[config.mk]
export PLATFORM = sky130hd
export DESIGN_NAME = ism_top
export DESIGN_NICKNAME = d
export VERILOG_FILES = /design/src/include/ism_pkg.sv /design/src/rtl/ism_line_watch.sv /design/src/rtl/ism_top.sv
export SDC_FILE = /design/constraint.sdc
export NUM_CORES = 1
export LEC_CHECK = 0
export ABC_CLOCK_PERIOD_IN_PS = 2400
export BUFFER_PORTS_ARGS = -buffer_cell sky130_fd_sc_hd__buf_2
export CAP_MARGIN = 20
export CORE_MARGIN = 2
export CORE_UTILIZATION = 60
export CTS_BUF_LIST = sky130_fd_sc_hd__clkbuf_4
export DETAILED_ROUTE_END_ITERATION = 10
export HOLD_SLACK_MARGIN = 0.1
export PLACE_DENSITY = 0.81
export SYNTH_ARGS = -nofsm -noshare
export SYNTH_HDL_FRONTEND = slang
export SYNTH_SLANG_ARGS = --single-unit
[constraint.sdc]
create_clock -name clock -period 2.4 [get_ports clock]
set_clock_uncertainty 0.1 [all_clocks]
set_input_delay 0.12 -clock clock [delete_from_list [all_inputs] [get_ports clock]]
set_output_delay 0.12 -clock clock [all_outputs]
set_load 0.02 [all_outputs]
[src/include/ism_pkg.sv]
package ism_pkg;

    // ********************************************************************
    // Register bus
    // ********************************************************************
    localparam int ADDR_W = 4;
    localparam int DATA_W = 16;

    localparam logic [ADDR_W-1:0] OFF_STATUS   = 4'h0;
    localparam logic [ADDR_W-1:0] OFF_MASK     = 4'h1;
    localparam logic [ADDR_W-1:0] OFF_OWN      = 4'h2;
    localparam logic [ADDR_W-1:0] OFF_CTRL     = 4'h3;
    localparam logic [ADDR_W-1:0] OFF_RXD      = 4'h4;
    localparam logic [ADDR_W-1:0] OFF_TXD      = 4'h5;
    localparam logic [ADDR_W-1:0] OFF_IRQ_STAT = 4'h6;
    localparam logic [ADDR_W-1:0] OFF_IRQ_MASK = 4'h7;

    typedef struct packed {
        logic              wr;
        logic              rd;
        logic [ADDR_W-1:0] addr;
        logic [DATA_W-1:0] wdata;
    } ism_req_type;

    // ********************************************************************
    // Field layouts and reset values
    // ********************************************************************
    localparam int ST_TBF   = 0;
    localparam int ST_RBF   = 1;
    localparam int ST_RW    = 2;
    localparam int ST_START = 3;
    localparam int ST_STOP  = 4;

    localparam int MASK_W = 10;
    localparam logic [MASK_W-1:0] MASK_RST = 10'h000;
    localparam logic [MASK_W-1:0] OWN_RST  = 10'h000;

    localparam int CTRL_W   = 2;
    localparam int CTRL_EN  = 0;
    localparam int CTRL_TEN = 1;
    localparam logic [CTRL_W-1:0] CTRL_RST = 2'h0;

    localparam int IRQ_W     = 5;
    localparam int IRQ_START = 0;
    localparam int IRQ_STOP  = 1;
    localparam int IRQ_MATCH = 2;
    localparam int IRQ_RX    = 3;
    localparam int IRQ_TX    = 4;
    localparam logic [IRQ_W-1:0] IRQ_RST = 5'h00;

    // ********************************************************************
    // Serial framing
    // ********************************************************************
    localparam logic [3:0]        BYTE_BITS  = 4'h8;
    localparam logic [4:0]        TEN_PREFIX = 5'h1e;
    localparam logic [MASK_W-1:0] VALID_7    = 10'h07f;
    localparam logic [MASK_W-1:0] VALID_HI   = 10'h300;
    localparam logic [MASK_W-1:0] VALID_LO   = 10'h0ff;

    typedef enum logic [3:0] {
        s_idle,
        s_addr,
        s_addr2,
        s_rx,
        s_ack,
        s_tx,
        s_tx_ack,
        s_wait
    } ism_fsm_type;

    typedef struct packed {
        logic scl;
        logic sda;
        logic scl_rise;
        logic scl_fall;
        logic start;
        logic stop;
    } ism_line_type;

    typedef struct packed {
        ism_fsm_type       fsm;
        ism_fsm_type       after;
        logic [MASK_W-1:0] mask;
        logic [MASK_W-1:0] own;
        logic [CTRL_W-1:0] ctrl;
        logic [7:0]        rx_hold;
        logic [7:0]        tx_hold;
        logic [7:0]        shift;
        logic [3:0]        bitcnt;
        logic              start_flag;
        logic              stop_flag;
        logic              rw_flag;
        logic              receive_full_flag;
        logic              transmit_full_flag;
        logic              ten_hi_ok;
        logic [IRQ_W-1:0]  irq_stat;
        logic [IRQ_W-1:0]  irq_mask;
        logic [DATA_W-1:0] rdata;
        logic              sda_oe;
        logic              irq;
    } ism_state_type;

endpackage

[src/rtl/ism_line_watch.sv]
module ism_line_watch
(
    input  wire logic            clock,
    input  wire logic            rst,
    input  wire logic            scl_pin,
    input  wire logic            sda_pin,
    output ism_pkg::ism_line_type line
);

    // ********************************************************************
    // Pin synchronisers and condition detect
    // ********************************************************************
    typedef struct packed {
        logic [1:0] s1;
        logic [1:0] s2;
        logic [1:0] s3;
    } ism_watch_type;

    ism_watch_type s;
    ism_watch_type next_s;

    always_comb
    begin
        next_s    = s;
        next_s.s1 = {sda_pin, scl_pin};
        next_s.s2 = s.s1;
        next_s.s3 = s.s2;
    end

    always_ff @(posedge clock)
    begin
        if (rst)
        begin
            s <= '{s1: 2'h3, s2: 2'h3, s3: 2'h3};
        end
        else
        begin
            s <= next_s;
        end
    end

    // Only the second and third stages are looked at
    always_comb
    begin
        line.scl      = s.s2[0];
        line.sda      = s.s2[1];
        line.scl_rise = s.s2[0] & ~s.s3[0];
        line.scl_fall = ~s.s2[0] & s.s3[0];
        line.start    = s.s2[0] & s.s3[0] & s.s3[1] & ~s.s2[1];
        line.stop     = s.s2[0] & s.s3[0] & ~s.s3[1] & s.s2[1];
    end

endmodule // ism_line_watch

[src/rtl/ism_top.sv]
// Functional notes
// - Start flag set on Start or Repeated Start, cleared on Stop.
// - Slave direction flag updated once the address byte is received; 1 means read.
// - Receive-full flag set when a received byte enters the receive holding register.
// - Software read of the receive holding register clears receive-full.
// - Software write of the transmit holding register sets transmit-full.
// - Transmit-full clears when the data byte has been shifted out.
// - Mask bit one: that incoming address bit is ignored in the compare.
// - Mask bit zero: incoming address bit must equal the own address bit.
// - Upper six bits of the address mask register read as zero.
module ism_top
(
    input  wire logic                        clock,
    input  wire logic                        rst,
    input  wire ism_pkg::ism_req_type        bus_req,
    output logic [ism_pkg::DATA_W-1:0]       bus_rdata,
    input  wire logic                        scl_pin,
    input  wire logic                        sda_in,
    output logic                             sda_out,
    output logic                             sda_oe,
    output logic                             irq
);

    ism_pkg::ism_state_type s;
    ism_pkg::ism_state_type next_s;
    ism_pkg::ism_line_type  line;

    ism_line_watch u_line_watch
    (
        .clock   (clock),
        .rst     (rst),
        .scl_pin (scl_pin),
        .sda_pin (sda_in),
        .line    (line)
    );

    // ********************************************************************
    // Masked address compare
    // ********************************************************************
    // Positions outside the active width never block a match
    function automatic logic addr_match
    (
        input logic [ism_pkg::MASK_W-1:0] incoming,
        input logic [ism_pkg::MASK_W-1:0] own,
        input logic [ism_pkg::MASK_W-1:0] mask,
        input logic [ism_pkg::MASK_W-1:0] valid
    );
        addr_match = &(~(incoming ^ own) | mask | ~valid);
    endfunction

    // ********************************************************************
    // Next state
    // ********************************************************************
    always_comb
    begin
        next_s = s;

        // Software clears first so that hardware sets below win
        next_s.rdata = '0;
        if (bus_req.rd)
        begin
            if (bus_req.addr == ism_pkg::OFF_STATUS)
            begin
                next_s.rdata[ism_pkg::ST_TBF]   = s.transmit_full_flag;
                next_s.rdata[ism_pkg::ST_RBF]   = s.receive_full_flag;
                next_s.rdata[ism_pkg::ST_RW]    = s.rw_flag;
                next_s.rdata[ism_pkg::ST_START] = s.start_flag;
                next_s.rdata[ism_pkg::ST_STOP]  = s.stop_flag;
            end
            else if (bus_req.addr == ism_pkg::OFF_MASK)
            begin
                next_s.rdata[ism_pkg::MASK_W-1:0] = s.mask;
            end
            else if (bus_req.addr == ism_pkg::OFF_OWN)
            begin
                next_s.rdata[ism_pkg::MASK_W-1:0] = s.own;
            end
            else if (bus_req.addr == ism_pkg::OFF_CTRL)
            begin
                next_s.rdata[ism_pkg::CTRL_W-1:0] = s.ctrl;
            end
            else if (bus_req.addr == ism_pkg::OFF_RXD)
            begin
                next_s.rdata[7:0] = s.rx_hold;
                next_s.receive_full_flag        = 1'b0;
            end
            else if (bus_req.addr == ism_pkg::OFF_IRQ_STAT)
            begin
                next_s.rdata[ism_pkg::IRQ_W-1:0] = s.irq_stat;
            end
            else if (bus_req.addr == ism_pkg::OFF_IRQ_MASK)
            begin
                next_s.rdata[ism_pkg::IRQ_W-1:0] = s.irq_mask;
            end
        end

        if (bus_req.wr)
        begin
            if (bus_req.addr == ism_pkg::OFF_MASK)
            begin
                next_s.mask = bus_req.wdata[ism_pkg::MASK_W-1:0];
            end
            else if (bus_req.addr == ism_pkg::OFF_OWN)
            begin
                next_s.own = bus_req.wdata[ism_pkg::MASK_W-1:0];
            end
            else if (bus_req.addr == ism_pkg::OFF_CTRL)
            begin
                next_s.ctrl = bus_req.wdata[ism_pkg::CTRL_W-1:0];
            end
            else if (bus_req.addr == ism_pkg::OFF_TXD)
            begin
                next_s.tx_hold = bus_req.wdata[7:0];
            end
            else if (bus_req.addr == ism_pkg::OFF_IRQ_STAT)
            begin
                next_s.irq_stat = s.irq_stat & ~bus_req.wdata[ism_pkg::IRQ_W-1:0];
            end
            else if (bus_req.addr == ism_pkg::OFF_IRQ_MASK)
            begin
                next_s.irq_mask = bus_req.wdata[ism_pkg::IRQ_W-1:0];
            end
        end

        // ****************************************************************
        // Serial slave engine
        // ****************************************************************
        if (!s.ctrl[ism_pkg::CTRL_EN])
        begin
            next_s.fsm    = ism_pkg::s_idle;
            next_s.sda_oe = 1'b0;
        end
        else if (line.start)
        begin
            next_s.start_flag = 1'b1;
            next_s.stop_flag  = 1'b0;
            next_s.fsm        = ism_pkg::s_addr;
            next_s.bitcnt     = '0;
            next_s.sda_oe     = 1'b0;
            next_s.irq_stat[ism_pkg::IRQ_START] = 1'b1;
        end
        else if (line.stop)
        begin
            next_s.start_flag = 1'b0;
            next_s.stop_flag  = 1'b1;
            next_s.fsm        = ism_pkg::s_idle;
            next_s.sda_oe     = 1'b0;
            next_s.ten_hi_ok  = 1'b0;
            next_s.irq_stat[ism_pkg::IRQ_STOP] = 1'b1;
        end
        else
        begin
            case (s.fsm)
                ism_pkg::s_addr, ism_pkg::s_addr2, ism_pkg::s_rx:
                begin
                    if (line.scl_rise && s.bitcnt != ism_pkg::BYTE_BITS)
                    begin
                        next_s.shift  = {s.shift[6:0], line.sda};
                        next_s.bitcnt = 4'(s.bitcnt + 4'h1);
                    end
                    else if (line.scl_fall && s.bitcnt == ism_pkg::BYTE_BITS)
                    begin
                        // Unmatched or refused bytes wait out the frame
                        next_s.fsm    = ism_pkg::s_wait;
                        next_s.bitcnt = '0;
                        if (s.fsm == ism_pkg::s_addr && s.ctrl[ism_pkg::CTRL_TEN])
                        begin
                            if (s.shift[7:3] == ism_pkg::TEN_PREFIX
                                && addr_match({s.shift[2:1], 8'h00}, s.own, s.mask,
                                              ism_pkg::VALID_HI))
                            begin
                                if (!s.shift[0])
                                begin
                                    next_s.fsm    = ism_pkg::s_ack;
                                    next_s.after  = ism_pkg::s_addr2;
                                    next_s.sda_oe = 1'b1;
                                end
                                else if (s.ten_hi_ok)
                                begin
                                    next_s.rw_flag = 1'b1;
                                    next_s.fsm     = ism_pkg::s_ack;
                                    next_s.after   = ism_pkg::s_tx;
                                    next_s.sda_oe  = 1'b1;
                                    next_s.irq_stat[ism_pkg::IRQ_MATCH] = 1'b1;
                                end
                            end
                        end
                        else if (s.fsm == ism_pkg::s_addr)
                        begin
                            if (addr_match({3'h0, s.shift[7:1]}, s.own, s.mask,
                                           ism_pkg::VALID_7))
                            begin
                                next_s.rw_flag = s.shift[0];
                                next_s.fsm     = ism_pkg::s_ack;
                                next_s.after   = s.shift[0] ? ism_pkg::s_tx : ism_pkg::s_rx;
                                next_s.sda_oe  = 1'b1;
                                next_s.irq_stat[ism_pkg::IRQ_MATCH] = 1'b1;
                            end
                        end
                        else if (s.fsm == ism_pkg::s_addr2)
                        begin
                            if (addr_match({2'h0, s.shift}, s.own, s.mask,
                                           ism_pkg::VALID_LO))
                            begin
                                next_s.ten_hi_ok = 1'b1;
                                next_s.rw_flag   = 1'b0;
                                next_s.fsm       = ism_pkg::s_ack;
                                next_s.after     = ism_pkg::s_rx;
                                next_s.sda_oe    = 1'b1;
                                next_s.irq_stat[ism_pkg::IRQ_MATCH] = 1'b1;
                            end
                        end
                        else if (!s.receive_full_flag)
                        begin
                            // A full holding register is never overwritten: no ack
                            next_s.rx_hold = s.shift;
                            next_s.receive_full_flag     = 1'b1;
                            next_s.fsm     = ism_pkg::s_ack;
                            next_s.after   = ism_pkg::s_rx;
                            next_s.sda_oe  = 1'b1;
                            next_s.irq_stat[ism_pkg::IRQ_RX] = 1'b1;
                        end
                    end
                end

                ism_pkg::s_ack:
                begin
                    if (line.scl_fall)
                    begin
                        next_s.fsm    = s.after;
                        next_s.bitcnt = '0;
                        next_s.sda_oe = 1'b0;
                        if (s.after == ism_pkg::s_tx)
                        begin
                            next_s.shift  = s.tx_hold;
                            next_s.sda_oe = ~s.tx_hold[7];
                        end
                    end
                end

                ism_pkg::s_tx:
                begin
                    if (line.scl_rise)
                    begin
                        next_s.bitcnt = 4'(s.bitcnt + 4'h1);
                    end
                    else if (line.scl_fall && s.bitcnt == ism_pkg::BYTE_BITS)
                    begin
                        next_s.sda_oe = 1'b0;
                        next_s.transmit_full_flag    = 1'b0;
                        next_s.fsm    = ism_pkg::s_tx_ack;
                        next_s.irq_stat[ism_pkg::IRQ_TX] = 1'b1;
                    end
                    else if (line.scl_fall)
                    begin
                        next_s.shift  = {s.shift[6:0], 1'b0};
                        next_s.sda_oe = ~s.shift[6];
                    end
                end

                ism_pkg::s_tx_ack:
                begin
                    if (line.scl_rise)
                    begin
                        // Master ack asks for another byte; nack ends the read
                        next_s.fsm   = line.sda ? ism_pkg::s_wait : ism_pkg::s_ack;
                        next_s.after = ism_pkg::s_tx;
                    end
                end

                default:
                begin
                    next_s.sda_oe = 1'b0;
                end
            endcase
        end

        // A write in the same cycle as the shift-out end keeps the flag set
        if (bus_req.wr && bus_req.addr == ism_pkg::OFF_TXD)
        begin
            next_s.transmit_full_flag = 1'b1;
        end

        next_s.irq = |(next_s.irq_stat & next_s.irq_mask);
    end

    // ********************************************************************
    // State register
    // ********************************************************************
    always_ff @(posedge clock)
    begin
        if (rst)
        begin
            s <= '{fsm:        ism_pkg::s_idle,
                   after:      ism_pkg::s_idle,
                   mask:       ism_pkg::MASK_RST,
                   own:        ism_pkg::OWN_RST,
                   ctrl:       ism_pkg::CTRL_RST,
                   irq_stat:   ism_pkg::IRQ_RST,
                   irq_mask:   ism_pkg::IRQ_RST,
                   default:    '0};
        end
        else
        begin
            s <= next_s;
        end
    end

    // ********************************************************************
    // Outputs
    // ********************************************************************
    // Open drain: the pin is only ever pulled low
    assign sda_out   = 1'b0;
    assign sda_oe    = s.sda_oe;
    assign bus_rdata = s.rdata;
    assign irq       = s.irq;

endmodule // ism_top

==> out/qor.csv, run 1 <==
stage;metric;value;unit
run_status;status;finished, final reports clean;
critical_path;start_kind;flip-flop;
timing;rsz0062_at_grt;false;
critical_path;worstSetupPathType;reg2reg;
floorplanning;row_count;32;
drt;dr.pass1.iters;6;
critical_path;end_kind;flip-flop;
cells_and_area;antenna_cells;0;
timing;max_freq;0.440;GHz
cells_and_area;fin_nets;625;
grt;grt_pass1_vias;3893;
yosys;ys_ff_latch;91;
drt;avgViaCountPerCell;6.15;
clock_network;cts_max_path_buffers;2;
timing;finalCriticalPeriod;2.27;ns
critical_path;slowest_stage;dfxtp_1;
grt;grt_usage;28.2;%
drt;routedWlPerCell;16.9;um
place;dp_hpwl;8.24;mm
timing;relSlewSlack;55.3;%
clock_network;cts_tree;built;
drt;wirelength;11.9;mm
place;dp_slack;0.213;ns
grt;grt_pass1_wl;18.9;mm
clock_network;cts-root-buf;clkbuf_4;
drt;ant_nets;0;
yosys;syn_area;4670;um2
clock_network;cts_buffers;9;
critical_path;critPathArrivalTime;2.56;ns
grt;antenna_found_initial;0;
timing;final.setup.tns;0;ns
timing;worst_slack;0.126;ns
grt;grt_max_degree;60;
place;port_buffers;31;
cells_and_area;final_cells;703;
timing;hold_viol;0;
drt;vias;4322;
yosys;async_flop_share;0;%
place;placed_cell_area;4810;um2
floorplanning;io_pins;45;
critical_path;worst-path-max-fanout;6;
floorplanning;start_util;61.1;%
yosys;ys_types;66;
critical_path;slowest_delay;0.48;ns
clock_network;clk_latency;0.44;ns
critical_path;crit_family;simple AND/OR/NAND/NOR gates;
power_and_ir_drop;vdd_drop_max;0.000489;V
timing;finalCritPeriodShare;94.7;%
floorplanning;die_y;92.2;um
cells_and_area;fin_area;5160;um2
drt;drt_iter0_drc;413;
yosys;syn_avg_cell_area;8.27;um2
yosys;yosysWarningCount;0;
critical_path;path_cells;xnor2_1 -> o22ai_1 -> nor4_4 -> o211ai_2 -> nor3_4 -> mux2_2 -> nor2_1;
clock_network;cts_setup_buffers;0;
yosys;synth_edf_count;0;
yosys;synthCells;565;
clock_network;clkSlewWorstSetupHoldPaths;0.15;ns
timing;setup_viol;0;
grt;overflow;0;
place;placed_cells;670;
clock_network;htreeDepth;3;
job;maxCapViolCount;0;
floorplanning;core;7650;um2
critical_path;required;2.68;ns
power_and_ir_drop;p_leak;1.94;nW
floorplanning;die_w;92.2;um
yosys;synthFlopType;dfxtp_1;
cells_and_area;drive_gt1_share;15.3;%
power_and_ir_drop;power_density;518;nW/um2
floorplanning;die_area;8510;um2
place;finalWeightedCongestion;0.908;
timing;drv_slew;0;
min_path;hold_class;in2reg;
yosys;ys_seq_area_share;39.0;%
cells_and_area;post-route-util;67.5;%
drt;drc_errors;0;
critical_path;worst-path-buf-inv;0;
cells_and_area;area_delta_synth_final;10.4;%
timing;worst_slew_pin_slew;0.669;ns
clock_network;cts.sinks;91;
## flip-flops by register name (all words and copies together) (netlist names)
name	count
bus_rdata	10
irq	1
s	73
sda_oe	1
u_line_watch.line	2
u_line_watch.next_s	2
u_line_watch.s	2
## where the power goes
| group | switching [mW] | leakage (nW) | internal (mW) | total (mW) |
|---|---|---|---|---|
| clock network | 0.525 | 0.0742 | 0.418 | 0.943 |
| registers | 0.0125 | 0.736 | 1.52 | 1.54 |
| logic | 0.120 | 1.13 | 0.0703 | 0.190 |
## Yosys cell counts (2+ instances only)
cell type | number | area, um2
and3_1 | 5 | 31.3
o221a_2 | 3 | 33.8
o22ai_1 | 11 | 68.8
a211oi_2 | 2 | 25.0
a311oi_1 | 2 | 17.5
o21ai_1 | 2 | 10.0
nand3b_1 | 5 | 37.5
clkbuf_1 | 17 | 63.8
or2_1 | 2 | 12.5
nand4_1 | 2 | 12.5
nand3_1 | 31 | 155
buf_4 | 17 | 128
nor2b_1 | 10 | 62.6
a222oi_1 | 3 | 30.0
ha_1 | 2 | 25.0
mux2i_1 | 32 | 320
inv_1 | 8 | 30.0
or2_2 | 7 | 43.8
o21bai_1 | 2 | 15.0
a221oi_1 | 5 | 43.8
a21oi_1 | 40 | 200
nor3_1 | 8 | 40.0
nor3b_1 | 2 | 15.0
nand2b_1 | 5 | 31.3
dfxtp_1 | 91 | 1820
buf_2 | 10 | 50.1
nor2_1 | 71 | 267
nor4_1 | 3 | 18.8
buf_6 | 4 | 45.0
nand2_1 | 60 | 225
a31oi_1 | 4 | 25.0
o31ai_1 | 2 | 15.0
xnor2_1 | 17 | 149
o21ai_0 | 31 | 155
o211ai_1 | 3 | 22.5
and2_1 | 3 | 18.8
a22oi_1 | 6 | 45.0
a211oi_1 | 9 | 67.6
## worst paths after layout
| check | startpoint | endpoint | slack, ns | cells after the start |
|---|---|---|---|---|
| min | bus_req[21] | s[80] | 0.13 | 4 |
| min reg2reg | u_line_watch.next_s[2] | u_line_watch.line[5] | 0.33 | 1 |
| max | s[44] | s[85] | 0.13 | 7 |
| max reg2reg | s[44] | s[85] | 0.13 | 7 |
## per-stage QoR
step,power (mW),hold slack [ns]
after floorplan,1.68,0.124
after detailed placement,1.73,0.207
after CTS,2.67,0.107
after global placement,1.73,0.202
final,2.67,0.131
after global routing,2.75,0.130
## cell type report
class | count | area, um2
Clock buffer | 9 | 67.6
Clock inverter | 6 | 91.3
Fill cell | 639 | 2490
Inverter | 9 | 33.8
Multi-Input combinational cell | 421 | 2550
Sequential cell | 91 | 1820
Tap cell | 102 | 128
Timing Repair Buffer | 65 | 468
## logic make-up after synthesis
| kind of cell | synth area share, % |
|---|---|
| simple gates | 23.5 |
| compound gates | 19.3 |
| flops | 39.0 |
| buf+inv | 7.04 |
| mux | 7.10 |
| xor+xnor | 3.54 |
| fa+ha+maj | 0.536 |
| other cells | 0.0803 |
## cells in the final DEF (no fill, tap or decap), drive strengths merged, types with 12 or more instances in the layout
| master | count |
|---|---|
| nor2 | 72 |
| mux2i | 32 |
| o21ai | 33 |
| dfxtp | 91 |
| dlygate4sd3 | 18 |
| xnor2 | 18 |
| nand3 | 31 |
| a211oi | 12 |
| buf | 47 |
| a21oi | 41 |
| nand2 | 60 |
## layer usage
layer	vias to the layer above	track usage, %	part of all wire, %
met5	-	0	0
met4	0	11.7	2.5
met3	33	5.18	8.6
met2	227	44.8	45
met1	2033	37.9	44
li1	2029	-	-
## worst reg2reg max path, cell delays in order, from the launching register on
cell      delay, ns
dfxtp_1        0.48
xnor2_1        0.20
o22ai_1        0.18
nor4_4         0.45
o211ai_2       0.17
nor3_4         0.21
mux2_2         0.36
nor2_1         0.08
## repair_timing
item | 4_1_cts | 5_1_grt
endpoints found under the setup margin | 0 | 3
hold buffers | 18 | 0
resized for setup | 0 | 3
endpoints found under the hold margin | 57 | 0
Note: power is estimated with default switching activity, not from simulation.
==> run 2, diff against run 1 <==
Settings changed: ABC_CLOCK_PERIOD_IN_PS 2400 to 2260, PLACE_DENSITY 0.81 to 0.88.
Clock period 2.4 ns to 2.26 ns, I/O delays scaled along.
==> run 2 against run 1 <==
  * Global-route usage is 0.73 points higher
  * Largest cell class unchanged
  * Highest routed layer unchanged
  * Setup slack got worse by 0.079 ns
  * Hold slack got worse by 0.020 ns
  * Clock-buffer cell count stayed put
  * Sequential share of layout area is 0.47 points lower
  * Sequential power increased by 6%
  * Largest power group unchanged
  * Core utilization grew 0.92 points
  * Critical endpoint unchanged
==> out/qor.csv, run 2 (synthesis gave the netlist of run 1 again) <==
stage;metric;value;unit;change
clock_network;cts-root-buf;clkbuf_4;;
cells_and_area;antenna_cells;0;;unchanged
power_and_ir_drop;power_density;551;nW/um2;+6.5%
critical_path;start_kind;flip-flop;;
timing;relSlewSlack;52.1;%;-3.1 points
drt;dr.pass1.iters;6;;unchanged
drt;drt_iter0_drc;555;;+34%
place;dp_hpwl;8.46;mm;+2.7%
critical_path;required;2.55;ns;-0.13 ns
clock_network;cts_tree;built;;
drt;vias;4395;;+1.7%
timing;final.setup.tns;0;ns;unchanged
floorplanning;start_util;61.1;%;unchanged
timing;rsz0062_at_grt;true;;
floorplanning;core;7650;um2;unchanged
grt;grt_pass1_vias;4008;;+3.0%
job;maxCapViolCount;0;;unchanged
grt;antenna_found_initial;0;;unchanged
clock_network;cts.sinks;91;;unchanged
cells_and_area;area_delta_synth_final;11.9;%;
cells_and_area;largest_register_ffs;73;;unchanged
place;port_buffers;31;;unchanged
cells_and_area;top_register;s;;
cells_and_area;final_cell_mix;dfxtp_1 (89), nor2_1 (70), nand2_1 (60), a21oi_1 (40), mux2i_1 (32);;
grt;grt_usage;29.0;%;+0.73 points
floorplanning;die_area;8510;um2;unchanged
grt;grt_max_degree;38;;-37%
floorplanning;io_pins;45;;unchanged
cells_and_area;drive_gt1_share;16.9;%;+1.6 points
grt;overflow;0;;unchanged
power_and_ir_drop;vdd_drop_max;0.000431;V;-12%
drt;drc_errors;0;;unchanged
clock_network;htreeDepth;3;;unchanged
drt;ant_nets;0;;unchanged
cells_and_area;final_common_cell;dfxtp_1;;
timing;setup_viol;0;;unchanged
run_status;status;finished, final reports clean;;
grt;grt_pass1_wl;19.3;mm;+2.2%
timing;finalCriticalPeriod;2.21;ns;-0.0605 ns
clock_network;clkSlewWorstSetupHoldPaths;0.15;ns;about the same
floorplanning;die_y;92.2;um;unchanged
floorplanning;die_w;92.2;um;unchanged
timing;drv_slew;0;;unchanged
timing;hold_viol;0;;unchanged
critical_path;critPathArrivalTime;2.50;ns;-0.06 ns
critical_path;worst-path-max-fanout;6;;unchanged
cells_and_area;fillers;590;;-7.7%
min_path;hold_class;in2reg;;
min_path;min_path_cells;3;;-1
drt;avgViaCountPerCell;6.18;;+0.54%
timing;finalCritPeriodShare;97.9;%;+3.2 points
floorplanning;row_count;32;;unchanged
clock_network;cts_max_path_buffers;2;;unchanged
critical_path;end_kind;flip-flop;;
critical_path;r2r.worst_path.cells;7;;unchanged
cells_and_area;post-route-util;68.4;%;+0.92 points
place;finalWeightedCongestion;0.938;;+3.4%
cells_and_area;fin_nets;632;;+1.1%
critical_path;worstSetupPathType;reg2reg;;
power_and_ir_drop;p_leak;1.98;nW;+2.2%
clock_network;cts_buffers;9;;unchanged
clock_network;clk_latency;0.46;ns;+0.02 ns
drt;wirelength;12.3;mm;+3.0%
drt;routedWlPerCell;17.2;um;+1.8%
timing;max_freq;0.452;GHz;+2.7%
timing;worst_slew_pin_slew;0.718;ns;+0.0486 ns
run 2: layout make-up:
cell class / count / area (um2) / area share, %
multi-input combinational: 421 / 2560 / 48.9
sequential: 91 / 1820 / 34.9
timing repair buffer: 72 / 518 / 9.91
tap: 102 / 128 / 2.44
clock inverter: 7 / 98.8 / 1.89
clock buffer: 9 / 67.6 / 1.29
inverter: 9 / 33.8 / 0.646
run 2: per-stage QoR:
| stage | setup slack (ns) | area, um2 | hold slack, ns | std cells | total power [mW] |
|---|---|---|---|---|---|
| global route | -0.0715 | 5230 | 0.125 | 711 | 2.97 |
| finish | 0.0469 | 5230 | 0.111 | 711 | 2.88 |
| CTS | 0.0398 | 5190 | 0.103 | 708 | 2.88 |
| detailed placement | 0.0923 | 4850 | 0.198 | 675 | 1.84 |
| floorplan | 0.293 | 4690 | 0.117 | 571 | 1.79 |
| global placement | 0.147 | 4850 | 0.194 | 675 | 1.83 |
run 2: power breakdown:
group	total, mW	switching (mW)	internal [mW]
clock network	1.04	0.584	0.456
registers	1.63	0.0133	1.62
logic	0.209	0.132	0.0773
total	2.88	0.730	2.15
run 2: metal layers:
layer	global-route usage (%)	vias to the layer above	share of wire, %	wire [um]
met4	15.2	0	3.8	469
met1	36.1	2027	40	4880
met5	0	-	0	0
met2	46.9	267	47	5760
met3	6.41	52	9.3	1150
li1	-	2049	-	-
run 2: path summary, 6_finish.rpt:
check	slack, ns	to	start
max	0.05	s[85]	s[42]
min reg2reg	0.33	u_line_watch.line[4]	u_line_watch.next_s[3]
min	0.11	bus_rdata[7]	bus_req[16]
max reg2reg	0.05	s[85]	s[42]
run 2: critical path, cell delays in order (launching register included):
cell	delay, ns
dfxtp_1	0.51
nand4_1	0.12
or2_1	0.32
o31ai_2	0.32
o211ai_2	0.17
nor3_4	0.15
mux2_2	0.35
nor2_1	0.09
run 2: what timing repair did:
action	4_1_cts	5_1_grt
resized for setup	0	5
setup endpoints to repair	0	20
endpoints found under the hold margin	57	0
hold buffers	17	0
buffers inserted	0	3
==> run 3, diff against run 2 <==
Settings changed: ABC_AREA set to 1, REMOVE_ABC_BUFFERS set to 1.
==> run 3 against run 2 <==
  * Fmax grew 2.2%
  * Critical endpoint is now s[72]
  * Core utilization rose by 2.6 points
  * Area after synthesis down 2.7%
  * First-iteration DRC count is 10% higher
  * Register-to-register slack improved by 0.11 ns
  * Global-route usage is 1.6 points higher
  * Synthesized cell count up 19%
  * Routed wire length up 1.8%
  * Flip-flop and latch count is the same
  * Largest power group unchanged
==> out/qor.csv, run 3 <==
stage;metric;value;unit;change
yosys;synthTopCellsByCount;nand2_1 (137), dfxtp_1 (91), o21ai_0 (87), inv_1 (84), a21oi_1 (75);;
yosys;yosysTopAreaCell;dfxtp_1;;
drt;vias;4707;;+7.1%
floorplanning;core;7290;um2;-4.6%
drt;drc_errors;0;;unchanged
drt;dr.pass1.iters;6;;unchanged
yosys;yosysMostFrequentCell;nand2_1;;
yosys;synthCells;672;;+19%
floorplanning;die_y;91.1;um;-1.3%
floorplanning;start_util;62.4;%;+1.3 points
timing;finalCritPeriodShare;95.8;%;-2.1 points
clock_network;clkSlewWorstSetupHoldPaths;0.15;ns;about the same
power_and_ir_drop;power_density;554;nW/um2;+0.46%
yosys;synthTopCellsByArea;dfxtp_1 (40%), nand2_1 (11%), o21ai_0 (9.6%), a21oi_1 (8.3%), inv_1 (6.9%);;
yosys;syn_area;4550;um2;-2.7%
timing;worst_slew_pin_slew;0.657;ns;-0.0609 ns
yosys;ys_ff_latch;91;;unchanged
cells_and_area;drive_gt1_share;12.3;%;-4.6 points
timing;finalCriticalPeriod;2.17;ns;-0.0471 ns
run_status;status;finished, final reports clean;;
yosys;synthFlopType;dfxtp_1;;
floorplanning;io_pins;45;;unchanged
min_path;hold_class;in2reg;;
timing;relSlewSlack;56.1;%;+4.0 points
critical_path;critPathArrivalTime;2.47;ns;-0.03 ns
clock_network;htreeDepth;3;;unchanged
floorplanning;row_count;31;;-3.1%
critical_path;start_kind;input pin;;
timing;max_freq;0.462;GHz;+2.2%
power_and_ir_drop;power;2.87;mW;-0.55%
clock_network;cts_max_path_buffers;2;;unchanged
grt;antenna_found_initial;1;;+1
timing;final.setup.tns;0;ns;unchanged
timing;drv_slew;0;;unchanged
timing;setup_viol;0;;unchanged
clock_network;cts_buffers;9;;unchanged
clock_network;clk_latency;0.44;ns;-0.02 ns
yosys;synth_top_area_share;40.1;%;+1.1 points
drt;ant_nets;0;;unchanged
yosys;yosysWarningCount;0;;unchanged
drt;routedWlPerCell;15.0;um;-13%
yosys;async_flop_share;0;%;unchanged
yosys;synth_edf_count;0;;unchanged
yosys;syn_avg_cell_area;6.77;um2;-18%
place;finalWeightedCongestion;0.923;;-1.6%
critical_path;required;2.56;ns;about the same
place;dp_hpwl;8.66;mm;+2.3%
cells_and_area;largest_register_ffs;73;;unchanged
cells_and_area;final_common_cell;nand2_1;;
yosys;ys_seq_area_share;40.1;%;+1.1 points
cells_and_area;top_register;s;;
floorplanning;die_w;91.1;um;-1.3%
critical_path;worst-path-max-fanout;7;;+1
power_and_ir_drop;vdd_drop_max;0.000611;V;+42%
grt;grt_max_degree;52;;+37%
drt;wirelength;12.5;mm;+1.8%
drt;drt_iter0_drc;611;;+10%
grt;grt_pass1_vias;4355;;+8.7%
cells_and_area;fin_nets;753;;+19%
cells_and_area;final_cell_mix;nand2_1 (137), dfxtp_1 (91), o21ai_0 (87), inv_1 (84), a21oi_1 (75);;
yosys;ys_types;38;;-42%
job;maxCapViolCount;0;;unchanged
critical_path;worstSetupPathType;in2reg;;
critical_path;end_kind;flip-flop;;
power_and_ir_drop;p_leak;2.27;nW;+15%
cells_and_area;area_delta_synth_final;13.8;%;
grt;overflow;0;;unchanged
clock_network;cts.sinks;91;;unchanged
timing;hold_viol;0;;unchanged
drt;avgViaCountPerCell;5.67;;-8.3%
place;port_buffers;31;;unchanged
grt;grt_pass1_wl;20.3;mm;+5.1%
place;placed_cells;785;;+16%
clock_network;cts_tree;built;;
cells_and_area;final_cells;830;;+17%
floorplanning;die_area;8290;um2;-2.5%
timing;rsz0062_at_grt;false;;
grt;grt_usage;30.6;%;+1.6 points
clock_network;cts-root-buf;clkbuf_4;;
==> run 3: cell count changes after synthesis, moves of 10 or more <==
cell | previous run | this run
nor2b_1 | 10 | 0
xnor2_1 | 17 | 0
o21ai_0 | 31 | 87
mux2i_1 | 32 | 0
nand2_1 | 60 | 137
a21oi_1 | 40 | 75
inv_1 | 8 | 84
nor2_1 | 71 | 58
==> run 3: worst max-delay path: stages <==
cell and delay, ns:
dlygate4sd3_1 0.53, buf_2 0.16, nor3_2 0.17, buf_4 0.18
nand3_1 0.07, dlygate4sd3_1 0.56, a21oi_1 0.13, dlygate4sd3_1 0.55
==> run 3: worst paths after layout <==
path	start	to	slack [ns]	cells past startpoint
max	bus_req[16]	s[72]	0.09	8
min	bus_req[19]	bus_rdata[1]	0.16	5
max reg2reg	s[44]	s[31]	0.16	8
min reg2reg	u_line_watch.next_s[2]	u_line_watch.line[5]	0.33	1
==> run 3: kinds of logic after synthesis <==
logic type               synth area share [%]
AO/OA/AOI/OAI                            21.0
XOR/XNOR                                0.193
adder cells (fa/ha/maj)                 0.550
buffers and inverters                    12.3
flip-flops                               40.1
other                                  0.0825
AND/OR/NAND/NOR                          25.8
==> run 3: through the flow <==
step | setup slack (ns) | utilization, % | area (um2) | hold WS (ns)
floorplan | 0.432 | - | 4360 | 0.0821
global placement | 0.346 | 64.9 | 4730 | 0.196
detailed placement | 0.293 | 64.9 | 4730 | 0.201
CTS | 0.0366 | 70.5 | 5140 | 0.107
global route | 0.00612 | 71.0 | 5180 | 0.178
finish | 0.0940 | 71.0 | 5180 | 0.158
==> run 3: cell type report <==
class | count | area [um2]
diodes | 1 | 2.50
clock buffers | 9 | 67.6
clock inverters | 7 | 91.3
fillers | 632 | 2120
inverters | 92 | 345
multi-input cells | 461 | 2200
flip-flops and latches | 91 | 1820
well taps | 99 | 124
repair buffers | 70 | 523
==> run 3: where the power goes <==
part / switching [mW] / internal [mW]
sequential: 0.0121 / 1.62
combinational: 0.137 / 0.0776
clock: 0.567 / 0.448
total: 0.716 / 2.15
==> run 3: what timing repair did <==
action,in CTS,in global routing
hold buffers,25,0
buffers inserted,0,3
endpoints found under the hold margin,58,0
gates resized for setup,0,2
setup endpoints to repair,0,2
==> run 3: routing by layer <==
metal / GRT usage (%) / up-vias / part of all wire, %
li1: - / 2276 / -
met1: 38.5 / 2139 / 41
met2: 50.2 / 245 / 46
met3: 5.73 / 47 / 8.5
met4: 15.0 / 0 / 3.7
met5: 0 / - / 0
